**config.mk**
```make
export PLATFORM = sky130hd
export DESIGN_NAME = rzt_top
export DESIGN_NICKNAME = d
export VERILOG_FILES = /design/src/rzt_pkg.sv /design/src/rzt_cnt_if.sv /design/src/rzt_src_sel.sv /design/src/rzt_down_cnt.sv /design/src/rzt_top.sv
export VERILOG_INCLUDE_DIRS = /design/src
export SDC_FILE = /design/constraint.sdc
export NUM_CORES = 1
export LEC_CHECK = 0
export BUFFER_PORTS_ARGS = -buffer_cell sky130_fd_sc_hd__buf_4
export CAP_MARGIN = 20
export CORE_ASPECT_RATIO = 2
export CORE_MARGIN = 4
export CORE_UTILIZATION = 35
export CTS_CLUSTER_SIZE = 16
export DETAILED_ROUTE_END_ITERATION = 10
export SYNTH_ARGS = -nofsm -noshare
export SYNTH_HDL_FRONTEND = slang
export SYNTH_SLANG_ARGS = --single-unit
```
**constraint.sdc**
```tcl
create_clock -name pclk -period 2.7 [get_ports pclk]
set_clock_uncertainty 0.1 [all_clocks]
set_input_delay 0 -clock pclk [delete_from_list [all_inputs] [get_ports pclk]]
set_output_delay 0 -clock pclk [all_outputs]
set_load 0.03 [all_outputs]
```
**src/rzt_consts.svh**
```systemverilog
// Constants of the reload timer: register offsets, field positions and reset values
`ifndef RZT_CONSTS_SVH
`define RZT_CONSTS_SVH

`define RZT_ADDR_MODE   8'h00
`define RZT_ADDR_PRE    8'h04
`define RZT_ADDR_PRI    8'h08
`define RZT_ADDR_SEC    8'h0c
`define RZT_ADDR_STAT   8'h10
`define RZT_ADDR_MASK   8'h14

`define RZT_MODE_RUN    0
`define RZT_MODE_WTSEL  1
`define RZT_MODE_SRC_LO 2
`define RZT_MODE_SRC_HI 3
`define RZT_STAT_IRQ    0

`define RZT_RST_RELOAD  8'hff
`define RZT_RST_SRC     2'h0
`define RZT_F8_LAST     3'h7

`endif

```
**src/rzt_pkg.sv**
```systemverilog
// Types shared by the reload timer modules
`default_nettype none
package rzt_pkg;
    typedef enum logic [1:0] {
        RZT_SRC_F1  = 2'h0,
        RZT_SRC_F2  = 2'h1,
        RZT_SRC_F8  = 2'h2,
        RZT_SRC_NBR = 2'h3
    } rzt_src_t;

    typedef enum logic [1:0] {
        RZT_ST_IDLE     = 2'h0,
        RZT_ST_WAIT_RLD = 2'h1,
        RZT_ST_WAIT_CNT = 2'h3
    } rzt_wr_state_t;
endpackage : rzt_pkg
`default_nettype wire

```
**src/rzt_cnt_if.sv**
```systemverilog
// Control and status bundle between the timer core and one reloadable down counter
`default_nettype none
interface rzt_cnt_if;
    logic       tick;
    logic       load;
    logic [7:0] load_val;
    logic [7:0] reload;
    logic [7:0] count;
    logic       underflow;

    modport cnt (input tick, input load, input load_val, input reload,
                 output count, output underflow);
    modport ctl (output tick, output load, output load_val, output reload,
                 input count, input underflow);
endinterface : rzt_cnt_if
`default_nettype wire

```
**src/rzt_src_sel.sv**
```systemverilog
// Count source selection for the reload timer prescaler
`default_nettype none
`include "rzt_consts.svh"
module rzt_src_sel
    import rzt_pkg::*;
(
    input  wire logic       pclk,
    input  wire logic       presetn,
    input  wire rzt_src_t   src_sel,
    input  wire logic       neighbour_underflow,
    output logic            src_pulse
);
    logic [2:0] div_reg;

    always_ff @(posedge pclk or negedge presetn)
    begin
        if (!presetn)
            div_reg <= 3'h0;
        else
            div_reg <= div_reg + 3'h1;
    end

    always_comb
    begin
        unique case (src_sel)
            RZT_SRC_F1:  src_pulse = 1'b1;
            RZT_SRC_F2:  src_pulse = div_reg[0];
            RZT_SRC_F8:  src_pulse = (div_reg == `RZT_F8_LAST);
            RZT_SRC_NBR: src_pulse = neighbour_underflow;
        endcase
    end

    property f8_rate_p;
        @(posedge pclk) disable iff (!presetn)
        (src_sel == RZT_SRC_F8 && src_pulse)
        |=> ((src_sel != RZT_SRC_F8 || !src_pulse) [*7])
        ##1 (src_sel != RZT_SRC_F8 || src_pulse);
    endproperty
    f8_rate_a: assert property (f8_rate_p) else $error("f8 source pulse spacing wrong");
endmodule : rzt_src_sel
`default_nettype wire

```
**src/rzt_down_cnt.sv**
```systemverilog
// Eight-bit reloadable down counter used for both prescaler and timer
`default_nettype none
`include "rzt_consts.svh"
module rzt_down_cnt
(
    input  wire logic pclk,
    input  wire logic presetn,
    rzt_cnt_if.cnt    c
);
    logic [7:0] cnt_reg;

    always_ff @(posedge pclk or negedge presetn)
    begin
        if (!presetn)
            cnt_reg <= `RZT_RST_RELOAD;
        else if (c.load)
            cnt_reg <= c.load_val;
        else if (c.tick)
            cnt_reg <= (cnt_reg == 8'h00) ? c.reload : cnt_reg - 8'h01;
    end

    assign c.count     = cnt_reg;
    assign c.underflow = c.tick && !c.load && (cnt_reg == 8'h00);

    uf_reload_a: assert property (@(posedge pclk) disable iff (!presetn)
        c.underflow |=> cnt_reg == $past(c.reload)) else $error("no reload after underflow");
endmodule : rzt_down_cnt
`default_nettype wire

```
**src/rzt_top.sv**
```systemverilog
// Reload timer in timer mode with prescaler, APB registers and interrupt
//
// Added by the designer: the register addresses and register access over APB.
`default_nettype none
`include "rzt_consts.svh"
module rzt_top
    import rzt_pkg::*;
(
    input  wire logic        pclk,
    input  wire logic        presetn,
    input  wire logic        psel,
    input  wire logic        penable,
    input  wire logic        pwrite,
    input  wire logic [7:0]  paddr,
    input  wire logic [31:0] pwdata,
    output logic             pready,
    output logic [31:0]      prdata,
    output logic             pslverr,
    input  wire logic        neighbour_underflow,
    output logic             timer_underflow,
    output logic             irq
);
    // Register state
    logic          run_control_bit_reg;
    logic          write_target_select_reg;
    rzt_src_t      src_sel_reg;
    logic [7:0]    prescaler_value_reg;
    logic [7:0]    primary_reload_value_reg;
    logic [7:0]    secondary_reload_value_reg;
    logic          interrupt_request_flag_reg;
    logic          irq_mask_reg;
    logic [31:0]   prdata_reg;
    logic          pslverr_reg;

    // Deferred write sequence
    rzt_wr_state_t wr_state_reg;
    rzt_wr_state_t wr_state_next;
    logic          pend_pre_reg;
    logic          pend_pri_reg;
    logic [7:0]    pend_pre_data_reg;
    logic [7:0]    pend_pri_data_reg;

    // Decoded strobes
    logic          wr_en;
    logic          rd_setup;
    logic          wr_mode;
    logic          wr_pre;
    logic          wr_pri;
    logic          wr_sec;
    logic          wr_stat;
    logic          wr_mask;
    logic          wr_deferred;
    logic          wr_direct;
    logic          wr_reload_only;
    logic          src_pulse;
    logic          seq_adv;
    logic          flag_set;

    rzt_cnt_if pre_if ();
    rzt_cnt_if tmr_if ();

    function automatic logic is_mapped(input logic [7:0] a);
        return (a == `RZT_ADDR_MODE) || (a == `RZT_ADDR_PRE) || (a == `RZT_ADDR_PRI) ||
               (a == `RZT_ADDR_SEC) || (a == `RZT_ADDR_STAT) || (a == `RZT_ADDR_MASK);
    endfunction : is_mapped

    // APB decode; the slave never inserts wait states
    assign pready   = 1'b1;
    assign wr_en    = psel && penable && pwrite && is_mapped(paddr);
    assign rd_setup = psel && !penable && !pwrite;
    assign wr_mode  = wr_en && (paddr == `RZT_ADDR_MODE);
    assign wr_pre   = wr_en && (paddr == `RZT_ADDR_PRE);
    assign wr_pri   = wr_en && (paddr == `RZT_ADDR_PRI);
    assign wr_sec   = wr_en && (paddr == `RZT_ADDR_SEC);
    assign wr_stat  = wr_en && (paddr == `RZT_ADDR_STAT);
    assign wr_mask  = wr_en && (paddr == `RZT_ADDR_MASK);

    // Classify a counter write by run state and write target
    assign wr_direct      = (wr_pre || wr_pri) && !run_control_bit_reg;
    assign wr_deferred    = (wr_pre || wr_pri) && run_control_bit_reg
                            && !write_target_select_reg;
    assign wr_reload_only = run_control_bit_reg && write_target_select_reg;

    // Deferred sequence steps on source pulses; while stopped it steps on every clock
    assign seq_adv = src_pulse || !run_control_bit_reg;

    rzt_src_sel u_src
    (
        .pclk                (pclk),
        .presetn             (presetn),
        .src_sel             (src_sel_reg),
        .neighbour_underflow (neighbour_underflow),
        .src_pulse           (src_pulse)
    );

    rzt_down_cnt u_pre
    (
        .pclk    (pclk),
        .presetn (presetn),
        .c       (pre_if.cnt)
    );

    rzt_down_cnt u_tmr
    (
        .pclk    (pclk),
        .presetn (presetn),
        .c       (tmr_if.cnt)
    );

    // Prescaler counts source pulses, timer counts prescaler underflows
    assign pre_if.tick     = src_pulse && run_control_bit_reg
                             && (wr_state_reg == RZT_ST_IDLE);
    assign tmr_if.tick     = pre_if.underflow;
    assign pre_if.reload   = prescaler_value_reg;
    assign tmr_if.reload   = primary_reload_value_reg;
    assign pre_if.load     = (wr_pre && wr_direct)
                             || (wr_state_reg == RZT_ST_WAIT_CNT && seq_adv && pend_pre_reg);
    assign tmr_if.load     = (wr_pri && wr_direct)
                             || (wr_state_reg == RZT_ST_WAIT_CNT && seq_adv && pend_pri_reg);
    assign pre_if.load_val = wr_direct ? pwdata[7:0] : prescaler_value_reg;
    assign tmr_if.load_val = wr_direct ? pwdata[7:0] : primary_reload_value_reg;
    assign timer_underflow = tmr_if.underflow;

    // Mode register
    always_ff @(posedge pclk or negedge presetn)
    begin
        if (!presetn)
        begin
            run_control_bit_reg     <= 1'b0;
            write_target_select_reg <= 1'b0;
            src_sel_reg             <= rzt_src_t'(`RZT_RST_SRC);
        end
        else if (wr_mode)
        begin
            run_control_bit_reg     <= pwdata[`RZT_MODE_RUN];
            write_target_select_reg <= pwdata[`RZT_MODE_WTSEL];
            src_sel_reg             <= rzt_src_t'(pwdata[`RZT_MODE_SRC_HI:`RZT_MODE_SRC_LO]);
        end
    end

    // Prescaler reload register
    always_ff @(posedge pclk or negedge presetn)
    begin
        if (!presetn)
            prescaler_value_reg <= `RZT_RST_RELOAD;
        else if (wr_pre && (wr_direct || wr_reload_only))
            prescaler_value_reg <= pwdata[7:0];
        else if (wr_state_reg == RZT_ST_WAIT_RLD && seq_adv && pend_pre_reg)
            prescaler_value_reg <= pend_pre_data_reg;
    end

    // Primary reload register
    always_ff @(posedge pclk or negedge presetn)
    begin
        if (!presetn)
            primary_reload_value_reg <= `RZT_RST_RELOAD;
        else if (wr_pri && (wr_direct || wr_reload_only))
            primary_reload_value_reg <= pwdata[7:0];
        else if (wr_state_reg == RZT_ST_WAIT_RLD && seq_adv && pend_pri_reg)
            primary_reload_value_reg <= pend_pri_data_reg;
    end

    // Secondary reload is only storage in this mode
    always_ff @(posedge pclk or negedge presetn)
    begin
        if (!presetn)
            secondary_reload_value_reg <= `RZT_RST_RELOAD;
        else if (wr_sec)
            secondary_reload_value_reg <= pwdata[7:0];
    end

    // Pending write data and flags
    always_ff @(posedge pclk or negedge presetn)
    begin
        if (!presetn)
        begin
            pend_pre_reg      <= 1'b0;
            pend_pri_reg      <= 1'b0;
            pend_pre_data_reg <= 8'h00;
            pend_pri_data_reg <= 8'h00;
        end
        else if (wr_deferred)
        begin
            if (wr_pre)
            begin
                pend_pre_reg      <= 1'b1;
                pend_pre_data_reg <= pwdata[7:0];
            end
            if (wr_pri)
            begin
                pend_pri_reg      <= 1'b1;
                pend_pri_data_reg <= pwdata[7:0];
            end
        end
        else if (wr_state_next == RZT_ST_IDLE)
        begin
            pend_pre_reg <= 1'b0;
            pend_pri_reg <= 1'b0;
        end
    end

    // Deferred write sequence: reload at first pulse, counter at second
    always_comb
    begin
        wr_state_next = wr_state_reg;
        unique case (wr_state_reg)
            RZT_ST_IDLE:
                if (wr_deferred)
                    wr_state_next = RZT_ST_WAIT_RLD;
            RZT_ST_WAIT_RLD:
                if (wr_deferred)
                    wr_state_next = RZT_ST_WAIT_RLD;
                else if (seq_adv)
                    wr_state_next = RZT_ST_WAIT_CNT;
            RZT_ST_WAIT_CNT:
                if (wr_deferred)
                    wr_state_next = RZT_ST_WAIT_RLD;
                else if (seq_adv)
                    wr_state_next = RZT_ST_IDLE;
            default:
                wr_state_next = RZT_ST_IDLE;
        endcase
    end

    always_ff @(posedge pclk or negedge presetn)
    begin
        if (!presetn)
            wr_state_reg <= RZT_ST_IDLE;
        else
            wr_state_reg <= wr_state_next;
    end

    // Interrupt flag: set wins over a write-one clear
    assign flag_set = tmr_if.underflow || wr_deferred;

    always_ff @(posedge pclk or negedge presetn)
    begin
        if (!presetn)
            interrupt_request_flag_reg <= 1'b0;
        else if (flag_set)
            interrupt_request_flag_reg <= 1'b1;
        else if (wr_stat && pwdata[`RZT_STAT_IRQ])
            interrupt_request_flag_reg <= 1'b0;
    end

    always_ff @(posedge pclk or negedge presetn)
    begin
        if (!presetn)
            irq_mask_reg <= 1'b0;
        else if (wr_mask)
            irq_mask_reg <= pwdata[`RZT_STAT_IRQ];
    end

    assign irq = interrupt_request_flag_reg && irq_mask_reg;

    // Read data captured in the setup phase, live counts for the counters
    always_ff @(posedge pclk or negedge presetn)
    begin
        if (!presetn)
        begin
            prdata_reg  <= 32'h0000_0000;
            pslverr_reg <= 1'b0;
        end
        else if (psel && !penable)
        begin
            pslverr_reg <= !is_mapped(paddr);
            prdata_reg  <= 32'h0000_0000;
            if (rd_setup)
            begin
                unique case (paddr)
                    `RZT_ADDR_MODE:
                        prdata_reg <= {28'h0000000, src_sel_reg, write_target_select_reg,
                                       run_control_bit_reg};
                    `RZT_ADDR_PRE:  prdata_reg <= {24'h000000, pre_if.count};
                    `RZT_ADDR_PRI:  prdata_reg <= {24'h000000, tmr_if.count};
                    `RZT_ADDR_SEC:  prdata_reg <= {24'h000000, secondary_reload_value_reg};
                    `RZT_ADDR_STAT: prdata_reg <= {31'h0, interrupt_request_flag_reg};
                    `RZT_ADDR_MASK: prdata_reg <= {31'h0, irq_mask_reg};
                    default:        prdata_reg <= 32'h0000_0000;
                endcase
            end
        end
    end

    assign prdata  = prdata_reg;
    assign pslverr = pslverr_reg && psel && penable;

    // Checks
    run_start_a: assert property (@(posedge pclk) disable iff (!presetn)
        (wr_mode && pwdata[`RZT_MODE_RUN]) |=> run_control_bit_reg
        ) else $error("run bit not set by write");

    stop_hold_a: assert property (@(posedge pclk) disable iff (!presetn)
        (!run_control_bit_reg && !tmr_if.load && !pre_if.load)
        |=> $stable(tmr_if.count) && $stable(pre_if.count)
        ) else $error("counter moved while stopped");

    uf_flag_a: assert property (@(posedge pclk) disable iff (!presetn)
        tmr_if.underflow |=> interrupt_request_flag_reg
        ) else $error("underflow did not raise flag");

    wr_flag_a: assert property (@(posedge pclk) disable iff (!presetn)
        wr_deferred |=> interrupt_request_flag_reg && wr_state_reg == RZT_ST_WAIT_RLD
        ) else $error("deferred write missed flag or sequence");

    stop_write_a: assert property (@(posedge pclk) disable iff (!presetn)
        (wr_pri && wr_direct) |=> tmr_if.count == $past(pwdata[7:0])
        && primary_reload_value_reg == $past(pwdata[7:0])
        ) else $error("stopped write not in reload and counter");

    reload_only_a: assert property (@(posedge pclk) disable iff (!presetn)
        (wr_pri && wr_reload_only && !tmr_if.tick)
        |=> primary_reload_value_reg == $past(pwdata[7:0]) && $stable(tmr_if.count)
        ) else $error("reload-only write touched counter");

    seq_end_a: assert property (@(posedge pclk) disable iff (!presetn)
        (wr_state_reg == RZT_ST_WAIT_CNT && seq_adv && !wr_deferred && pend_pri_reg)
        |=> wr_state_reg == RZT_ST_IDLE && tmr_if.count == primary_reload_value_reg
        ) else $error("deferred write not transferred at second pulse");

    pre_reload_a: assert property (@(posedge pclk) disable iff (!presetn)
        pre_if.underflow |-> tmr_if.tick ##1 pre_if.count == prescaler_value_reg
        ) else $error("prescaler did not reload");

    read_count_a: assert property (@(posedge pclk) disable iff (!presetn)
        (rd_setup && paddr == `RZT_ADDR_PRI) |=> prdata[7:0] == $past(tmr_if.count)
        ) else $error("read did not return live count");

    irq_mask_a: assert property (@(posedge pclk) disable iff (!presetn)
        (!irq_mask_reg) |-> !irq
        ) else $error("masked flag reached irq");

    irq_path_a: assert property (@(posedge pclk) disable iff (!presetn)
        (tmr_if.underflow && irq_mask_reg && !wr_mask) |=> irq
        ) else $error("unmasked underflow did not raise irq");

    reload_step_a: assert property (@(posedge pclk) disable iff (!presetn)
        (wr_state_reg == RZT_ST_WAIT_RLD && seq_adv && !wr_deferred
         && pend_pri_reg && !wr_pri)
        |=> primary_reload_value_reg == $past(pend_pri_data_reg)
        && wr_state_reg == RZT_ST_WAIT_CNT
        ) else $error("deferred write not in reload at first pulse");

    seq_freeze_a: assert property (@(posedge pclk) disable iff (!presetn)
        (wr_state_reg != RZT_ST_IDLE && !pre_if.load && !tmr_if.load)
        |=> $stable(pre_if.count) && $stable(tmr_if.count)
        ) else $error("counting not frozen during deferred write");

    sec_inert_a: assert property (@(posedge pclk) disable iff (!presetn)
        (wr_sec && wr_state_reg == RZT_ST_IDLE)
        |=> $stable(primary_reload_value_reg)
        ) else $error("secondary write changed primary reload");
endmodule : rzt_top
`default_nettype wire

```
==> summary.md <==
Yosys attributes the largest share of cell area to dfstp_2 (23%), dfrtp_1 (21%), mux2_2 (8.2%). The run gives 0 as the number of antenna cells inserted. The clock latency at the later pin of the worst-skew pair was 0.33 ns. Wires add up to 11.9 mm. Across the VDD grid, the largest voltage drop is 0.000329 V. Class of the most critical hold timing path: input port to flip-flop. The flow ran to the end, and the final reports show no timing, DRC or antenna violations. The critical register-to-register path endpoint is u_tmr.c.count[1]$_DFFE_PN1P_. After technology mapping, the gate count stands at 436. CTS saw 78 sinks. The tools report the starting density of the core as 35.9%. For the pin with the worst max-slew slack, the measured transition is 1.01 ns. The worst setup path is launched from a flip-flop. Final hold analysis gives a worst-case slack of 0.0183 ns.

Setup repair after global routing left no endpoint under its margin. The tool flagged a number of max-cap violations equal to 0. A synthesized cell averages 10.4 um^2. The net total in the final layout is 538, and the row count is 58. The number of fillers in the final layout was 1,231. The worst register-to-register path has a depth of 7.

STA puts the critical path data required time at 2.60 ns. The number of enable-type register cells in the synthesized netlist works out to 0. The data arrival at the endpoint of the critical path was 2.36 ns. In this run the worst path has a maximum fanout of 13. After clock tree synthesis, the clock-pin slew on the worst setup and hold paths is 0.06 ns. The number of top-level pins came out at 82. The via count of the first global-routing pass is 3,418.

In this run the remaining antenna-violating nets after routing total 0. Worst slack after detailed placement: 0.267 ns. The endpoint type of the worst setup path was an output pin.

TritonCTS built the clock tree. Cells with a size suffix above 1 make up 30.5% of the layout. Synthesis inferred 78 register bits.

For this design the ratio of total power to cell area is 549 mW/mm^2. The die covers 0.0150 mm^2. After layout, the worst path uses 91.1% of the clock period. The proportion of synthesized flip-flops having asynchronous set or reset is 100%, and the post-cts repair resize count is 0.

Across all register-to-register paths, the minimum setup slack is 0.27 ns. The logs give 0 for the number of hold-slack violations in the final timing report and 2940 uW for the power after layout. The height of the die is 169 um, and the count of buffers from port buffering is 32. The path with the worst hold slack has its endpoint at prdata[4]$_DFFE_PN0P_. The leakage component of the power came out at 0.00235 uW. The run gives 0 ns as the sum of negative setup slack. The most used flip-flop cell after synthesis is dfstp_2. The worst register-to-register path begins at u_src.div_reg[0]$_DFF_PN0_.

The routed wirelength normalized by instance count works out to 18.6 um. In this run, distinct cell masters in the synthesized netlist total 67. The total number of vias came out at 3,526.

Placed cell count: 608. Final number of setup-violating endpoints: 0. The worst setup path is of the flip-flop to output pin kind. The Yosys step of the flow raised 0 warnings. Summing all multi-input logic gate instances after layout gives 0.00232 mm^2. Along the worst hold path, the cell count comes to 3. The logs give 0.00200 mm^2 for the area used by sequential logic in the layout and 0.953 for the routability-driven placement congestion ratio. The wire-length estimate of the detail-placed layout is 9.05 mm.

Derived from the worst setup path, the maximum achievable clock frequency is 407 MHz. The tools report the number of DRC markers in iteration 0 as 213. The minimum setup slack in the final design was 0.241 ns; the post-route DRC violation count was 0. Entering global routing, the biggest net connects 79 pins. The top-area cell type share of the netlist area is 23.2%. dfstp_2 takes more of the synthesized area than any other cell. The smallest clock period supported by the final layout is computed as 2.46 ns.

The clock passes through at most 2 buffers. Synthesis-to-finish area growth: 18.0%. The total congestion overflow was 0. The first global-routing pass estimated 18.7 mm of wire. The tools report the initial antenna violation count as 0.

Measured along the x axis, the die boundary spans 88.5 um. TritonCTS buffer count: 9. The finished layout holds 641 standard cells, fillers aside. In this run the clock root is driven by a clkbuf_16. The area of the mapped netlist came out at 0.00454 mm^2. The count of final max-slew check failures is 0.

The run gives 16.7% as the total routing resource utilization after global routing. Number of vias per cell after detailed routing: 5.50. In this run the most critical hold path is launched from paddr[2].

The tools report the relative slew slack as 32.8%. The floorplan step defined a core boundary enclosing 0.0126 mm^2. Of the synthesized area, sequential elements account for 44.1%.

The number of iterations in the first detailed-routing pass was 5; the maximum level of the CTS H-tree was 3.
## synthesized netlist by cell type (3+ instances only)
library cell / number
a21oi_1: 30
nor4_1: 3
dfstp_2: 40
inv_1: 9
o21ai_0: 13
buf_4: 25
or3_4: 3
mux2_2: 33
nor3_1: 12
nor2b_1: 4
a211o_1: 3
nand2_1: 47
nor2_1: 30
mux2i_1: 20
xnor2_1: 5
and3_1: 3
mux4_2: 4
nand4_1: 5
dfrtp_1: 38
o21ai_1: 9
nand3_1: 7
clkbuf_1: 8
nand2b_1: 4
a221o_1: 11
buf_2: 5
ha_1: 6
a22oi_1: 4
## timing repair
item / in CTS / in global routing
endpoints found under the setup margin: 0 / 0
buffers inserted: 0 / 0
hold buffers: 15 / 1
endpoints found under the hold margin: 98 / 7
## final cells by class
cell class                      instances  share of cell area (%)
Tap cell                              150                    3.50
Inverter                                9                   0.631
Multi-Input combinational cell        331                    43.3
Clock buffer                           10                    4.46
Clock inverter                          6                    1.59
Timing Repair Buffer                   57                    9.11
Sequential cell                        78                    37.4
## layout by cell type, fill, tap and decap left out, types with 4 or more instances in the layout
| cell | Yosys | final |
|---|---|---|
| a21oi_1 | 30 | 30 |
| nand4_1 | 5 | 5 |
| mux2_2 | 33 | 33 |
| clkbuf_16 | 0 | 9 |
| o21ai_0 | 13 | 13 |
| dlygate4sd3_1 | 0 | 16 |
| conb_1 | 2 | 25 |
| nand2b_1 | 4 | 4 |
| a221o_1 | 11 | 11 |
| nand2_1 | 47 | 47 |
| nor2_1 | 30 | 30 |
| ha_1 | 6 | 6 |
| inv_1 | 9 | 9 |
| dfstp_2 | 40 | 40 |
| nor2b_1 | 4 | 4 |
| a22oi_1 | 4 | 4 |
| mux4_2 | 4 | 4 |
| nor3_1 | 12 | 12 |
| mux2i_1 | 20 | 20 |
| o21ai_1 | 9 | 9 |
| buf_4 | 25 | 40 |
| dfrtp_1 | 38 | 38 |
| xnor2_1 | 5 | 5 |
| nand3_1 | 7 | 7 |
## how the worst max path moves through the flow
stage                     cells past startpoint                          from                           end  slack [ns]
after floorplan                               5  u_tmr.c.count[2]$_DFFE_PN1P_  u_tmr.c.count[0]$_DFFE_PN1P_        0.24
after global placement                        7    u_src.div_reg[0]$_DFF_PN0_  u_tmr.c.count[2]$_DFFE_PN1P_        0.33
after detailed placement                      7    u_src.div_reg[0]$_DFF_PN0_  u_tmr.c.count[1]$_DFFE_PN1P_        0.27
after CTS                                     4  u_tmr.c.count[2]$_DFFE_PN1P_               timer_underflow        0.19
after global routing                          7    u_src.div_reg[0]$_DFF_PN0_  u_tmr.c.count[2]$_DFFE_PN1P_        0.06
final                                         4  u_tmr.c.count[3]$_DFFE_PN1P_               timer_underflow        0.24
## kinds of logic after synthesis
family	count (synthesis)	share of synthesized area [%]
xor+xnor	7	1.35
other cells	2	0.165
mux	59	15.1
compound gates	96	14.9
buf+inv	50	6.67
flops	78	44.1
simple gates	138	16.0
fa+ha+maj	6	1.65
## worst max-delay path, stage by stage, from the launching register on
cell,delay [ns]
dfstp_2,0.43
or4_4,0.55
or3_4,0.44
nor3_1,0.37
buf_4,0.23
## through the flow
stage | util, % | cell area [um^2]
detailed placement | 38.4 | 4840
CTS | 42.1 | 5320
finish | 42.4 | 5360
global route | 42.4 | 5360
floorplan | - | 4630
global placement | 38.4 | 4840
## where the power goes
part           leakage (uW)  internal, uW  switching (uW)
clock network      0.000154           831             472
logic               0.00125           141             218
registers          0.000938          1230            50.9
total               0.00235          2200             740
## per-layer routing
metal  part of all wire (%)  GRT usage, %
met1                     36          18.2
met2                     53          28.8
met3                    5.0          2.92
met4                    6.4          10.8
met5                      0             0
Note: power is estimated with default switching activity, not from simulation.
